File: src/hw/csps_pkg.sv
// Package: register map, field layout, resets and limits of the clock block
package csps_pkg;

  // Register byte offsets
  localparam logic [7:0] CSPS_CTRL_OFS = 8'h00;
  localparam logic [7:0] CSPS_PERIOD_OFS = 8'h04;
  localparam logic [7:0] CSPS_DIVIDE_OFS = 8'h08;
  localparam logic [7:0] CSPS_SYNTH_OFS = 8'h0C;
  localparam logic [7:0] CSPS_PHASE_OFS = 8'h10;
  localparam logic [7:0] CSPS_STATUS_OFS = 8'h14;

  // Control field positions
  localparam int CSPS_MODE_LSB = 0;
  localparam int CSPS_FB_BIT = 2;
  localparam int CSPS_RUN_BIT = 3;
  localparam int CSPS_MAXR_BIT = 4;
  localparam int CSPS_D_LSB = 8;
  localparam int CSPS_OVF_BIT = 16;
  localparam int CSPS_RUNNING_BIT = 17;
  localparam int CSPS_BUSY_BIT = 18;

  // Reset values
  localparam logic [15:0] CSPS_PERIOD_RST = 16'h0010;
  localparam logic [4:0] CSPS_DIVIDE_RST = 5'h04;
  localparam logic [7:0] CSPS_M_RST = 8'h01;
  localparam logic [7:0] CSPS_D_RST = 8'h01;
  localparam logic [10:0] CSPS_PHASE_RST = 11'h000;

  // Limits of the divide code (twice the factor) and of the phase setting
  localparam logic [4:0] CSPS_DIV_MIN = 5'h03;
  localparam logic [4:0] CSPS_DIV_HALF_MAX = 5'h10;
  localparam logic [5:0] CSPS_DIV_MAX = 6'h20;
  localparam logic [15:0] CSPS_PERIOD_MIN = 16'h0008;
  localparam logic signed [10:0] CSPS_FRAC_MAX = 11'sh0FF;
  localparam logic signed [10:0] CSPS_DIRECT_MAX = 11'sh3FF;
  localparam int CSPS_FRAC_SHIFT = 8;

  // Delay line: one tap step and line length, in pclk cycles
  localparam logic [15:0] CSPS_TAP_CYCLES = 16'h0001;
  localparam logic [15:0] CSPS_LINE_CYCLES = 16'h0400;

  // Fine phase modes
  typedef enum logic [1:0] {
    CSPS_FIXED,
    CSPS_VAR_CENTRE,
    CSPS_VAR_POSITIVE,
    CSPS_DIRECT
  } csps_mode_t;

endpackage

File: src/hw/csps_clock_manager.sv
// Clock manager: synthesised clocks, coarse phases and fine phase adjust
//
// What this block does
// - Divided output divides input by 1.5..8 in halves, 9..16 in wholes.
// - Double-rate output and its inverse run at twice input frequency.
// - Synthesised output runs at input frequency times M divided by D.
// - Synthesised output and its inverse keep a 50/50 duty cycle.
// - With feedback, synth aligns to phase0 every D input cycles.
// - Coarse phases sit a quarter period apart; inverses half cycle away.
// - Coarse phase relation holds without feedback connected.
// - Fine shifting moves all nine outputs together, relations kept.
// - Fixed and variable shift equals setting over 256 times period.
// - Centre and fixed modes accept settings from -255 to +255.
// - Variable-positive mode accepts settings from 0 to +255 only.
// - Direct shift equals setting times one tap step, 0 to 1023.
// - Fixed mode delays feedback path when positive, reference if negative.
// - Fixed mode offset is set once and then stays constant.
// - Centre mode puts zero skew mid-line, half range each side.
// - Positive and direct modes put zero skew at line start.
// - Variable and direct settings step only while request is active.
// - Completion pulses one adjust cycle; user waits before next step.
// - Variable modes start from setting; direct starts from zero.
// - Request at limit still pulses completion, raises overflow, no change.
// - Request, direction and completion all belong to the adjust clock.
`timescale 1ns/1ps

module csps_clock_manager
(
  // APB slave
  input wire logic pclk,
  input wire logic presetn,
  input wire logic psel,
  input wire logic penable,
  input wire logic pwrite,
  input wire logic [7:0] paddr,
  input wire logic [31:0] pwdata,
  output logic [31:0] prdata,
  output logic pready,
  output logic pslverr,
  // Phase adjust handshake, foreign clock
  input wire logic adjust_clock,
  input wire logic adjust_request,
  input wire logic adjust_direction,
  output logic adjust_complete,
  // Clock outputs
  output logic phase0_out,
  output logic phase90_out,
  output logic phase180_out,
  output logic phase270_out,
  output logic double_rate_out,
  output logic double_rate_out_inv,
  output logic divided_out,
  output logic synth_out,
  output logic synth_out_inv
);
  import csps_pkg::*;

  ////////////////////////////////////////////////////////////////////////////
  // Helper functions

  // Legal divide codes: 3..16 any, 18..32 even only
  function automatic logic div_ok(input logic [4:0] code, input logic top);
    logic ok;
    ok = 1'b0;
    if (top)
      ok = (code == 5'h00);
    else if (code >= CSPS_DIV_MIN && code <= CSPS_DIV_HALF_MAX)
      ok = 1'b1;
    else if (code > CSPS_DIV_HALF_MAX)
      ok = ~code[0];
    return ok;
  endfunction

  // Setting limits per mode
  function automatic logic phase_ok(input logic signed [10:0] ph,
                                    input csps_mode_t md);
    logic ok;
    ok = 1'b0;
    case (md)
      CSPS_FIXED, CSPS_VAR_CENTRE:
        ok = (ph <= CSPS_FRAC_MAX) && (ph >= -CSPS_FRAC_MAX);
      CSPS_VAR_POSITIVE:
        ok = (ph >= 11'sh000) && (ph <= CSPS_FRAC_MAX);
      CSPS_DIRECT:
        ok = (ph >= 11'sh000) && (ph <= CSPS_DIRECT_MAX);
      default:
        ok = 1'b0;
    endcase
    return ok;
  endfunction

  // Shift in pclk cycles for a setting
  function automatic logic signed [17:0] shift_of(
    input logic signed [10:0] ph, input csps_mode_t md,
    input logic [15:0] per);
    logic signed [31:0] prod;
    prod = 32'sh0;
    if (md == CSPS_DIRECT)
      prod = 32'(ph) * $signed({16'h0000, CSPS_TAP_CYCLES});
    else
      prod = (32'(ph) * $signed({16'h0000, per})) >>> CSPS_FRAC_SHIFT;
    return prod[17:0];
  endfunction

  ////////////////////////////////////////////////////////////////////////////
  // Registers and state

  csps_mode_t mode;
  logic fb_en;
  logic run;
  logic max_range;
  logic [15:0] period;
  logic [4:0] div_code;
  logic [7:0] mult;
  logic [7:0] divisor;
  logic signed [10:0] phase_init;
  logic signed [10:0] phase;
  logic overflow;
  logic busy;
  logic done_armed;
  logic signed [17:0] applied;
  logic signed [17:0] target;
  logic [15:0] pos;
  logic [1:0] adv;
  logic [20:0] div_cnt;
  logic [23:0] synth_acc;
  logic [7:0] ref_cycles;
  logic adj_clk_s1, adj_clk_s2, adj_clk_s3;
  logic req_s1, req_s2, req_s3;
  logic dir_s1, dir_s2, dir_s3;
  logic wr_en;
  logic start;
  logic adj_edge;
  logic [15:0] q;
  logic [20:0] div_half;
  logic [5:0] div_eff;
  logic [23:0] synth_lim;
  logic signed [10:0] next_phase;
  logic signed [17:0] line_lim;
  logic [31:0] ctrl_wd;

  assign wr_en = psel & penable & pready & pwrite;
  assign q = period >> 2;
  // Code zero stands for 32, the factor 16 that five bits cannot hold
  assign div_eff = {div_code == 5'h00, div_code};
  assign div_half = 21'(q) * 21'(div_eff);
  assign synth_lim = 24'(period) * 24'(divisor);
  assign adj_edge = adj_clk_s2 & ~adj_clk_s3;
  assign ctrl_wd = {27'h0, max_range, run, fb_en, mode};
  assign start = wr_en && paddr == CSPS_CTRL_OFS && pwdata[CSPS_RUN_BIT]
                 && !run;
  assign target = shift_of(phase, mode, period);

  // Delay line reach: centre mode keeps half each side, max range doubles
  always_comb
  begin
    line_lim = 18'(CSPS_LINE_CYCLES);
    if (max_range)
      line_lim = line_lim <<< 1;
    if (mode == CSPS_VAR_CENTRE)
      line_lim = line_lim >>> 1;
  end

  ////////////////////////////////////////////////////////////////////////////
  // APB slave: one wait state so read data comes from a flop

  always_ff @(posedge pclk or negedge presetn)
  begin
    if (!presetn)
    begin
      pready <= 1'b0;
      prdata <= 32'h0000_0000;
      pslverr <= 1'b0;
    end
    else if (psel && penable && !pready)
    begin
      pready <= 1'b1;
      pslverr <= 1'b0;
      case (paddr)
        CSPS_CTRL_OFS: prdata <= ctrl_wd;
        CSPS_PERIOD_OFS: prdata <= {16'h0000, period};
        CSPS_DIVIDE_OFS: prdata <= {26'h0, div_eff};
        CSPS_SYNTH_OFS: prdata <= {16'h0000, divisor, mult};
        CSPS_PHASE_OFS: prdata <= {21'h0, phase_init};
        CSPS_STATUS_OFS:
          prdata <= {13'h0, busy, run, overflow, 5'h00, phase};
        default:
        begin
          prdata <= 32'h0000_0000;
          pslverr <= 1'b1;
        end
      endcase
    end
    else
    begin
      pready <= 1'b0;
      pslverr <= 1'b0;
    end
  end

  // Configuration writes; illegal values are dropped, old value kept
  always_ff @(posedge pclk or negedge presetn)
  begin
    if (!presetn)
    begin
      mode <= CSPS_FIXED;
      fb_en <= 1'b0;
      run <= 1'b0;
      max_range <= 1'b0;
      period <= CSPS_PERIOD_RST;
      div_code <= CSPS_DIVIDE_RST;
      mult <= CSPS_M_RST;
      divisor <= CSPS_D_RST;
      phase_init <= CSPS_PHASE_RST;
    end
    else if (wr_en)
    begin
      case (paddr)
        CSPS_CTRL_OFS:
        begin
          run <= pwdata[CSPS_RUN_BIT];
          // Mode and steering only change while stopped
          if (!run)
          begin
            mode <= csps_mode_t'(pwdata[CSPS_MODE_LSB +: 2]);
            fb_en <= pwdata[CSPS_FB_BIT];
            max_range <= pwdata[CSPS_MAXR_BIT];
          end
        end
        CSPS_PERIOD_OFS:
          if (!run && pwdata[15:0] >= CSPS_PERIOD_MIN
              && pwdata[1:0] == 2'b00)
            period <= pwdata[15:0];
        CSPS_DIVIDE_OFS:
          if (!run && div_ok(pwdata[4:0], pwdata[5]))
            div_code <= pwdata[4:0];
        CSPS_SYNTH_OFS:
          if (!run && pwdata[7:0] != 8'h00 && pwdata[15:8] != 8'h00)
          begin
            mult <= pwdata[7:0];
            divisor <= pwdata[CSPS_D_LSB +: 8];
          end
        CSPS_PHASE_OFS:
          if (!run && phase_ok(pwdata[10:0], mode))
            phase_init <= pwdata[10:0];
        default:
          phase_init <= phase_init;
      endcase
    end
  end

  ////////////////////////////////////////////////////////////////////////////
  // Adjust-clock synchronisers and edge detect
  // Request and direction get one flop more than the clock, so the level
  // standing just before each adjust edge is taken, not the one after it

  always_ff @(posedge pclk or negedge presetn)
  begin
    if (!presetn)
    begin
      adj_clk_s1 <= 1'b0;
      adj_clk_s2 <= 1'b0;
      adj_clk_s3 <= 1'b0;
      req_s1 <= 1'b0;
      req_s2 <= 1'b0;
      req_s3 <= 1'b0;
      dir_s1 <= 1'b0;
      dir_s2 <= 1'b0;
      dir_s3 <= 1'b0;
    end
    else
    begin
      adj_clk_s1 <= adjust_clock;
      adj_clk_s2 <= adj_clk_s1;
      adj_clk_s3 <= adj_clk_s2;
      req_s1 <= adjust_request;
      req_s2 <= req_s1;
      req_s3 <= req_s2;
      dir_s1 <= adjust_direction;
      dir_s2 <= dir_s1;
      dir_s3 <= dir_s2;
    end
  end

  ////////////////////////////////////////////////////////////////////////////
  // Phase setting and step handshake

  // Candidate setting for a step in the sampled direction
  always_comb
  begin
    next_phase = phase;
    if (dir_s3)
      next_phase = phase + 11'sh001;
    else
      next_phase = phase - 11'sh001;
  end

  always_ff @(posedge pclk or negedge presetn)
  begin
    if (!presetn)
    begin
      phase <= CSPS_PHASE_RST;
      overflow <= 1'b0;
      busy <= 1'b0;
      done_armed <= 1'b0;
      adjust_complete <= 1'b0;
    end
    else if (start)
    begin
      // Direct mode always begins from zero
      if (mode == CSPS_DIRECT)
        phase <= CSPS_PHASE_RST;
      else
        phase <= phase_init;
      overflow <= 1'b0;
      busy <= 1'b0;
      done_armed <= 1'b0;
      adjust_complete <= 1'b0;
    end
    else if (adj_edge)
    begin
      // Pulse lasts exactly one adjust period, edge to edge
      adjust_complete <= done_armed;
      if (done_armed)
      begin
        done_armed <= 1'b0;
        busy <= 1'b0;
      end
      else if (req_s3 && !busy && run && mode != CSPS_FIXED)
      begin
        busy <= 1'b1;
        // At a limit the step is refused but still answered
        if (!phase_ok(next_phase, mode)
            || shift_of(next_phase, mode, period) > line_lim
            || shift_of(next_phase, mode, period) < -line_lim)
          overflow <= 1'b1;
        else
        begin
          phase <= next_phase;
          overflow <= 1'b0;
        end
      end
    end
    else if (busy && !done_armed && applied == target)
      done_armed <= 1'b1;
  end

  ////////////////////////////////////////////////////////////////////////////
  // Delay line: shift walks one cycle at a time toward its target

  // Positive shift holds the base counter (delay in feedback path),
  // negative shift skips ahead (delay in reference path)
  always_comb
  begin
    adv = 2'd1;
    if (applied < target)
      adv = 2'd0;
    else if (applied > target)
      adv = 2'd2;
  end

  always_ff @(posedge pclk or negedge presetn)
  begin
    if (!presetn)
    begin
      applied <= 18'sh0;
      pos <= 16'h0000;
    end
    else if (!run)
    begin
      applied <= 18'sh0;
      pos <= 16'h0000;
    end
    else
    begin
      if (adv == 2'd0)
        applied <= applied + 18'sh1;
      else if (adv == 2'd2)
        applied <= applied - 18'sh1;
      // Base step shared by every output counter, so all move together
      if (16'(pos + 16'(adv)) >= period)
        pos <= 16'(pos + 16'(adv) - period);
      else
        pos <= 16'(pos + 16'(adv));
    end
  end

  ////////////////////////////////////////////////////////////////////////////
  // Divided and synthesised outputs, advanced by the same base steps

  always_ff @(posedge pclk or negedge presetn)
  begin
    if (!presetn)
    begin
      div_cnt <= 21'h0;
      divided_out <= 1'b0;
    end
    else if (!run)
    begin
      div_cnt <= 21'h0;
      divided_out <= 1'b0;
    end
    else if (div_cnt + 21'(adv) >= div_half)
    begin
      div_cnt <= 21'(div_cnt + 21'(adv) - div_half);
      divided_out <= ~divided_out;
    end
    else
      div_cnt <= 21'(div_cnt + 21'(adv));
  end

  // Accumulator toggles every P*D/(2M) cycles: equal halves, ratio M/D
  always_ff @(posedge pclk or negedge presetn)
  begin
    if (!presetn)
    begin
      synth_acc <= 24'h0;
      synth_out <= 1'b0;
      synth_out_inv <= 1'b1;
      ref_cycles <= 8'h00;
    end
    else if (!run)
    begin
      synth_acc <= 24'h0;
      synth_out <= 1'b0;
      synth_out_inv <= 1'b1;
      ref_cycles <= 8'h00;
    end
    else if (adv != 2'd0 && 16'(pos + 16'(adv)) >= period && fb_en
             && ref_cycles == 8'(divisor - 8'h01))
    begin
      // Realign to the phase0 rising edge every D input periods
      ref_cycles <= 8'h00;
      synth_acc <= 24'h0;
      synth_out <= 1'b1;
      synth_out_inv <= 1'b0;
    end
    else
    begin
      if (adv != 2'd0 && 16'(pos + 16'(adv)) >= period)
        ref_cycles <= 8'(ref_cycles + 8'h01);
      if (synth_acc + 24'({mult, 1'b0}) * 24'(adv) >= synth_lim)
      begin
        synth_acc <= 24'(synth_acc + 24'({mult, 1'b0}) * 24'(adv)
                         - synth_lim);
        synth_out <= ~synth_out;
        synth_out_inv <= synth_out;
      end
      else
        synth_acc <= 24'(synth_acc + 24'({mult, 1'b0}) * 24'(adv));
    end
  end

  ////////////////////////////////////////////////////////////////////////////
  // Coarse phases and double rate, decoded from the base counter

  // Decoded from one counter, so relations hold with or without feedback
  always_ff @(posedge pclk or negedge presetn)
  begin
    if (!presetn)
    begin
      phase0_out <= 1'b0;
      phase90_out <= 1'b0;
      phase180_out <= 1'b0;
      phase270_out <= 1'b0;
      double_rate_out <= 1'b0;
      double_rate_out_inv <= 1'b0;
    end
    else if (!run)
    begin
      phase0_out <= 1'b0;
      phase90_out <= 1'b0;
      phase180_out <= 1'b0;
      phase270_out <= 1'b0;
      double_rate_out <= 1'b0;
      double_rate_out_inv <= 1'b0;
    end
    else
    begin
      phase0_out <= pos < (q << 1);
      phase90_out <= pos >= q && pos < 16'(q * 16'd3);
      phase180_out <= pos >= (q << 1);
      phase270_out <= pos < q || pos >= 16'(q * 16'd3);
      double_rate_out <= pos < q
                         || (pos >= (q << 1) && pos < 16'(q * 16'd3));
      double_rate_out_inv <= !(pos < q
                         || (pos >= (q << 1) && pos < 16'(q * 16'd3)));
    end
  end

endmodule

File: config.mk
export PLATFORM = sky130hd
export DESIGN_NAME = csps_clock_manager
export DESIGN_NICKNAME = d
export VERILOG_FILES = /design/src/hw/csps_pkg.sv /design/src/hw/csps_clock_manager.sv
export SDC_FILE = /design/constraint.sdc
export NUM_CORES = 2
export LEC_CHECK = 0
export BUFFER_PORTS_ARGS = -buffer_cell sky130_fd_sc_hd__buf_2
export CAP_MARGIN = 20
export CORE_MARGIN = 4
export CORE_UTILIZATION = 55
export DETAILED_ROUTE_END_ITERATION = 8
export MAX_ROUTING_LAYER = met4
export PLACE_DENSITY = 0.7
export SYNTH_ARGS = -nofsm -noshare
export SYNTH_HDL_FRONTEND = slang
export SYNTH_SLANG_ARGS = --single-unit
File: constraint.sdc
create_clock -name pclk -period 22 [get_ports pclk]
set_input_delay 4.4 -clock pclk [delete_from_list [all_inputs] [get_ports pclk]]
set_output_delay 4.4 -clock pclk [all_outputs]
set_load 0.1 [all_outputs]
==> metrics.csv <==
stage,metric,value,unit
clock_network,hold_buffers,0,
drt,drt-total-wl,88900,µm
clock_network,post_cts_resized,0,
pwr,vdd_drop_max,0.0494,mV
placed_design,gp_congestion,0.917,
setup_path,critPathSlowestCell,dfrtp_1,
yosys,synth_xor_area_share,5.32,%
clock_network,htree_levels,4,
pwr,cellLeakagePower,18.2,nW
clock_network,cts_setup_buffers,0,
global_routing,grt_pass1_vias,27300,
floorplanning,rows,90,
floorplanning,dieHeight,255,µm
setup_path,critPathMaxFanout,45,
global_routing,track_usage,28.9,%
yosys,synth_cell_types,86,
yosys,async_reset_ff_share,100,%
finish,syn_to_final_growth,5.02,%
outcome,status,completed,
timing,fmax,0.0614,GHz
min_path,hold_class,reg2reg,
yosys,synth_top_family_by_area,adder cells,
timing,drv_slew,0,
floorplanning,start_util,55.6,%
global_routing,grt_pass1_wl,144000,µm
timing,final-setup-viol-count,0,
finish,mostFrequentLayoutCell,inv_1,
job,maxCapViolCount,0,
setup_path,startpoint_type,flop,
drt,post-route-drc-count,0,
drt,ant_nets,0,
floorplanning,io-pin-count,92,
yosys,ys_ff_latch,194,
placed_design,post-dp-hpwl,67600,µm
setup_path,cp.required,22.32,ns
finish,instances_no_fill,4711,
setup_path,path_class,reg2reg,
clock_network,cts_tree,built,
global_routing,grt.overflow.total,0,
yosys,avgSynthCellArea,8.52,µm²
timing,holdWs,0.345,ns
drt,vias_per_cell,5.83,
finish,final_cell_mix,"inv_1 (545), nand2_1 (465), ha_1 (413), fa_1 (391), nor2_1 (293)",
floorplanning,core_area,60400,µm²
placed_design,dp_slack,5.91,ns
clock_network,cts_sinks,194,
yosys,synthAdderAreaFrac,38.7,%
yosys,yosysWarnings,0,
setup_path,worst_path_largest_cell_delay,1.05,ns
clock_network,cts_inserted_buffers,17,
timing,relSlewSlack,28.9,%
placed_design,place_inst,4669,
placed_design,numPortBuffers,62,
yosys,synthMuxAreaShare,3.32,%
yosys,synth-simple-area-share,17.7,%
yosys,yosysSeqAreaShare,14.5,%
yosys,synthCells,3940,
pwr,powerDensity,22.9,nW/µm²
clock_network,clock_latency,0.48,ns
yosys,synth_edf_count,0,
drt,first_pass_iters,5,
global_routing,grt_max_degree,84,
clock_network,root_buffer,clkbuf_16,
timing,rsz0062_at_grt,no,
pwr,total_power,0.000807,W
yosys,mappedNetlistArea,33600,µm²
finish,fin_nets,4759,
timing,tns,0,ns
timing,period_share,74.0,%
yosys,synth-main-ff-cell,dfrtp_1,
timing,fin_crit,16.27,ns
clock_network,cts.clk_slew.worst_paths,0.08,ns
clock_network,ctsLongestPathBuffers,2,
timing,fin_ws,5.73,ns
finish,layout-drive-gt1-share,5.92,%
floorplanning,die-area,65100,µm²
drt,wl_per_cell,18.9,µm
timing,hold_viol,0,
yosys,synth-compound-area-share,12.0,%
timing,clock_skew,0.0189,ns
setup_path,crit_path_end_kind,flop,
drt,via_count,27500,
global_routing,grt_antenna_before_repair,10,
floorplanning,die_w,255,µm
setup_path,critPathArrivalTime,16.60,ns
timing,worstMarginPinSlew,1.07,ns
drt,drt_iter0_drc,2034,
[cell type report]
cell class / count / area, µm²
Tap cell: 782 / 978
Sequential cell: 194 / 4860
Clock inverter: 15 / 185
Fill cell: 5487 / 25100
Multi-Input combinational cell: 3026 / 26000
Clock buffer: 17 / 425
Antenna cell: 9 / 22.5
Inverter: 555 / 2080
Timing Repair Buffer: 113 / 703
[power breakdown]
group	total, W	switching, W	leakage (nW)	internal, W
sequential	0.000363	0.00000371	2.66	0.000359
clock	0.000329	0.000175	0.293	0.000155
combinational	0.000115	0.0000817	15.3	0.0000330
total	0.000807	0.000260	18.2	0.000547
[metal layers]
layer / share of wire (%) / vias up / routed length [µm] / GRT usage (%)
li1: - / 12800 / - / -
met1: 44 / 13500 / 38700 / 38.8
met2: 45 / 925 / 39600 / 44.4
met3: 8.6 / 172 / 7680 / 6.44
met4: 3.3 / 0 / 2890 / 8.22
met5: 0 / - / 0 / -
[cells by family (layout without fill, tap and decap cells)]
| kind of cell | Yosys count | after routing |
|---|---|---|
| adder cells (fa/ha/maj) | 804 | 804 |
| XOR/XNOR | 202 | 202 |
| multiplexers | 105 | 105 |
| AO/OA/AOI/OAI | 631 | 631 |
| AND/OR/NAND/NOR | 1268 | 1268 |
| flip-flops | 194 | 194 |
| buffers and inverters | 735 | 700 |
| other | 1 | 25 |
[Yosys cell counts, drive strengths merged (73+ instances only)]
cell type / count / area, µm²
and2: 161 / 1010
xnor2: 109 / 970
nor2: 294 / 1100
dfrtp: 189 / 4730
ha: 413 / 5170
nand2: 465 / 1750
inv: 548 / 2060
fa: 391 / 7830
a21oi: 195 / 980
nor3: 73 / 365
o21ai: 137 / 686
clkbuf: 153 / 574
xor2: 93 / 815
[final timing paths]
check / from / endpoint / slack [ns] / cells past startpoint
setup reg to reg: phase[3] / synth_acc[3] / 5.73 / 60
hold reg to reg: req_s2 / req_s3 / 0.35 / 0
max in group asynchronous: presetn / phase[5] / 16.73 / 2
setup / recovery: phase[3] / synth_acc[3] / 5.73 / 60
min in group asynchronous: presetn / synth_acc[22] / 3.92 / 1
hold / removal: req_s2 / req_s3 / 0.35 / 0
[critical path: cells and delay by family, from the launching register on]
kind,cells,cell delay (ns)
buffers and inverters,11,2.18
multiplexers,2,0.87
flip-flops,1,1.05
AO/OA/AOI/OAI,26,5.50
adder cells (fa/ha/maj),11,4.54
AND/OR/NAND/NOR,8,1.38
XOR/XNOR,2,0.48
[state kept, by name (all words and copies together) (netlist names), 11 cells and up]
signal,count
synth_acc,24
div_cnt,21
prdata,19
applied,18
period,16
pos,16
phase,11
phase_init,11
[per-stage QoR]
stage / util (%) / instance area, µm²
2_1_floorplan: - / 33600
3_3_place_gp: 57.3 / 34600
3_5_place_dp: 57.3 / 34600
4_1_cts: 58.4 / 35200
5_1_grt: 58.4 / 35200
6_report: 58.4 / 35300
(Power assumes the default switching activity.)
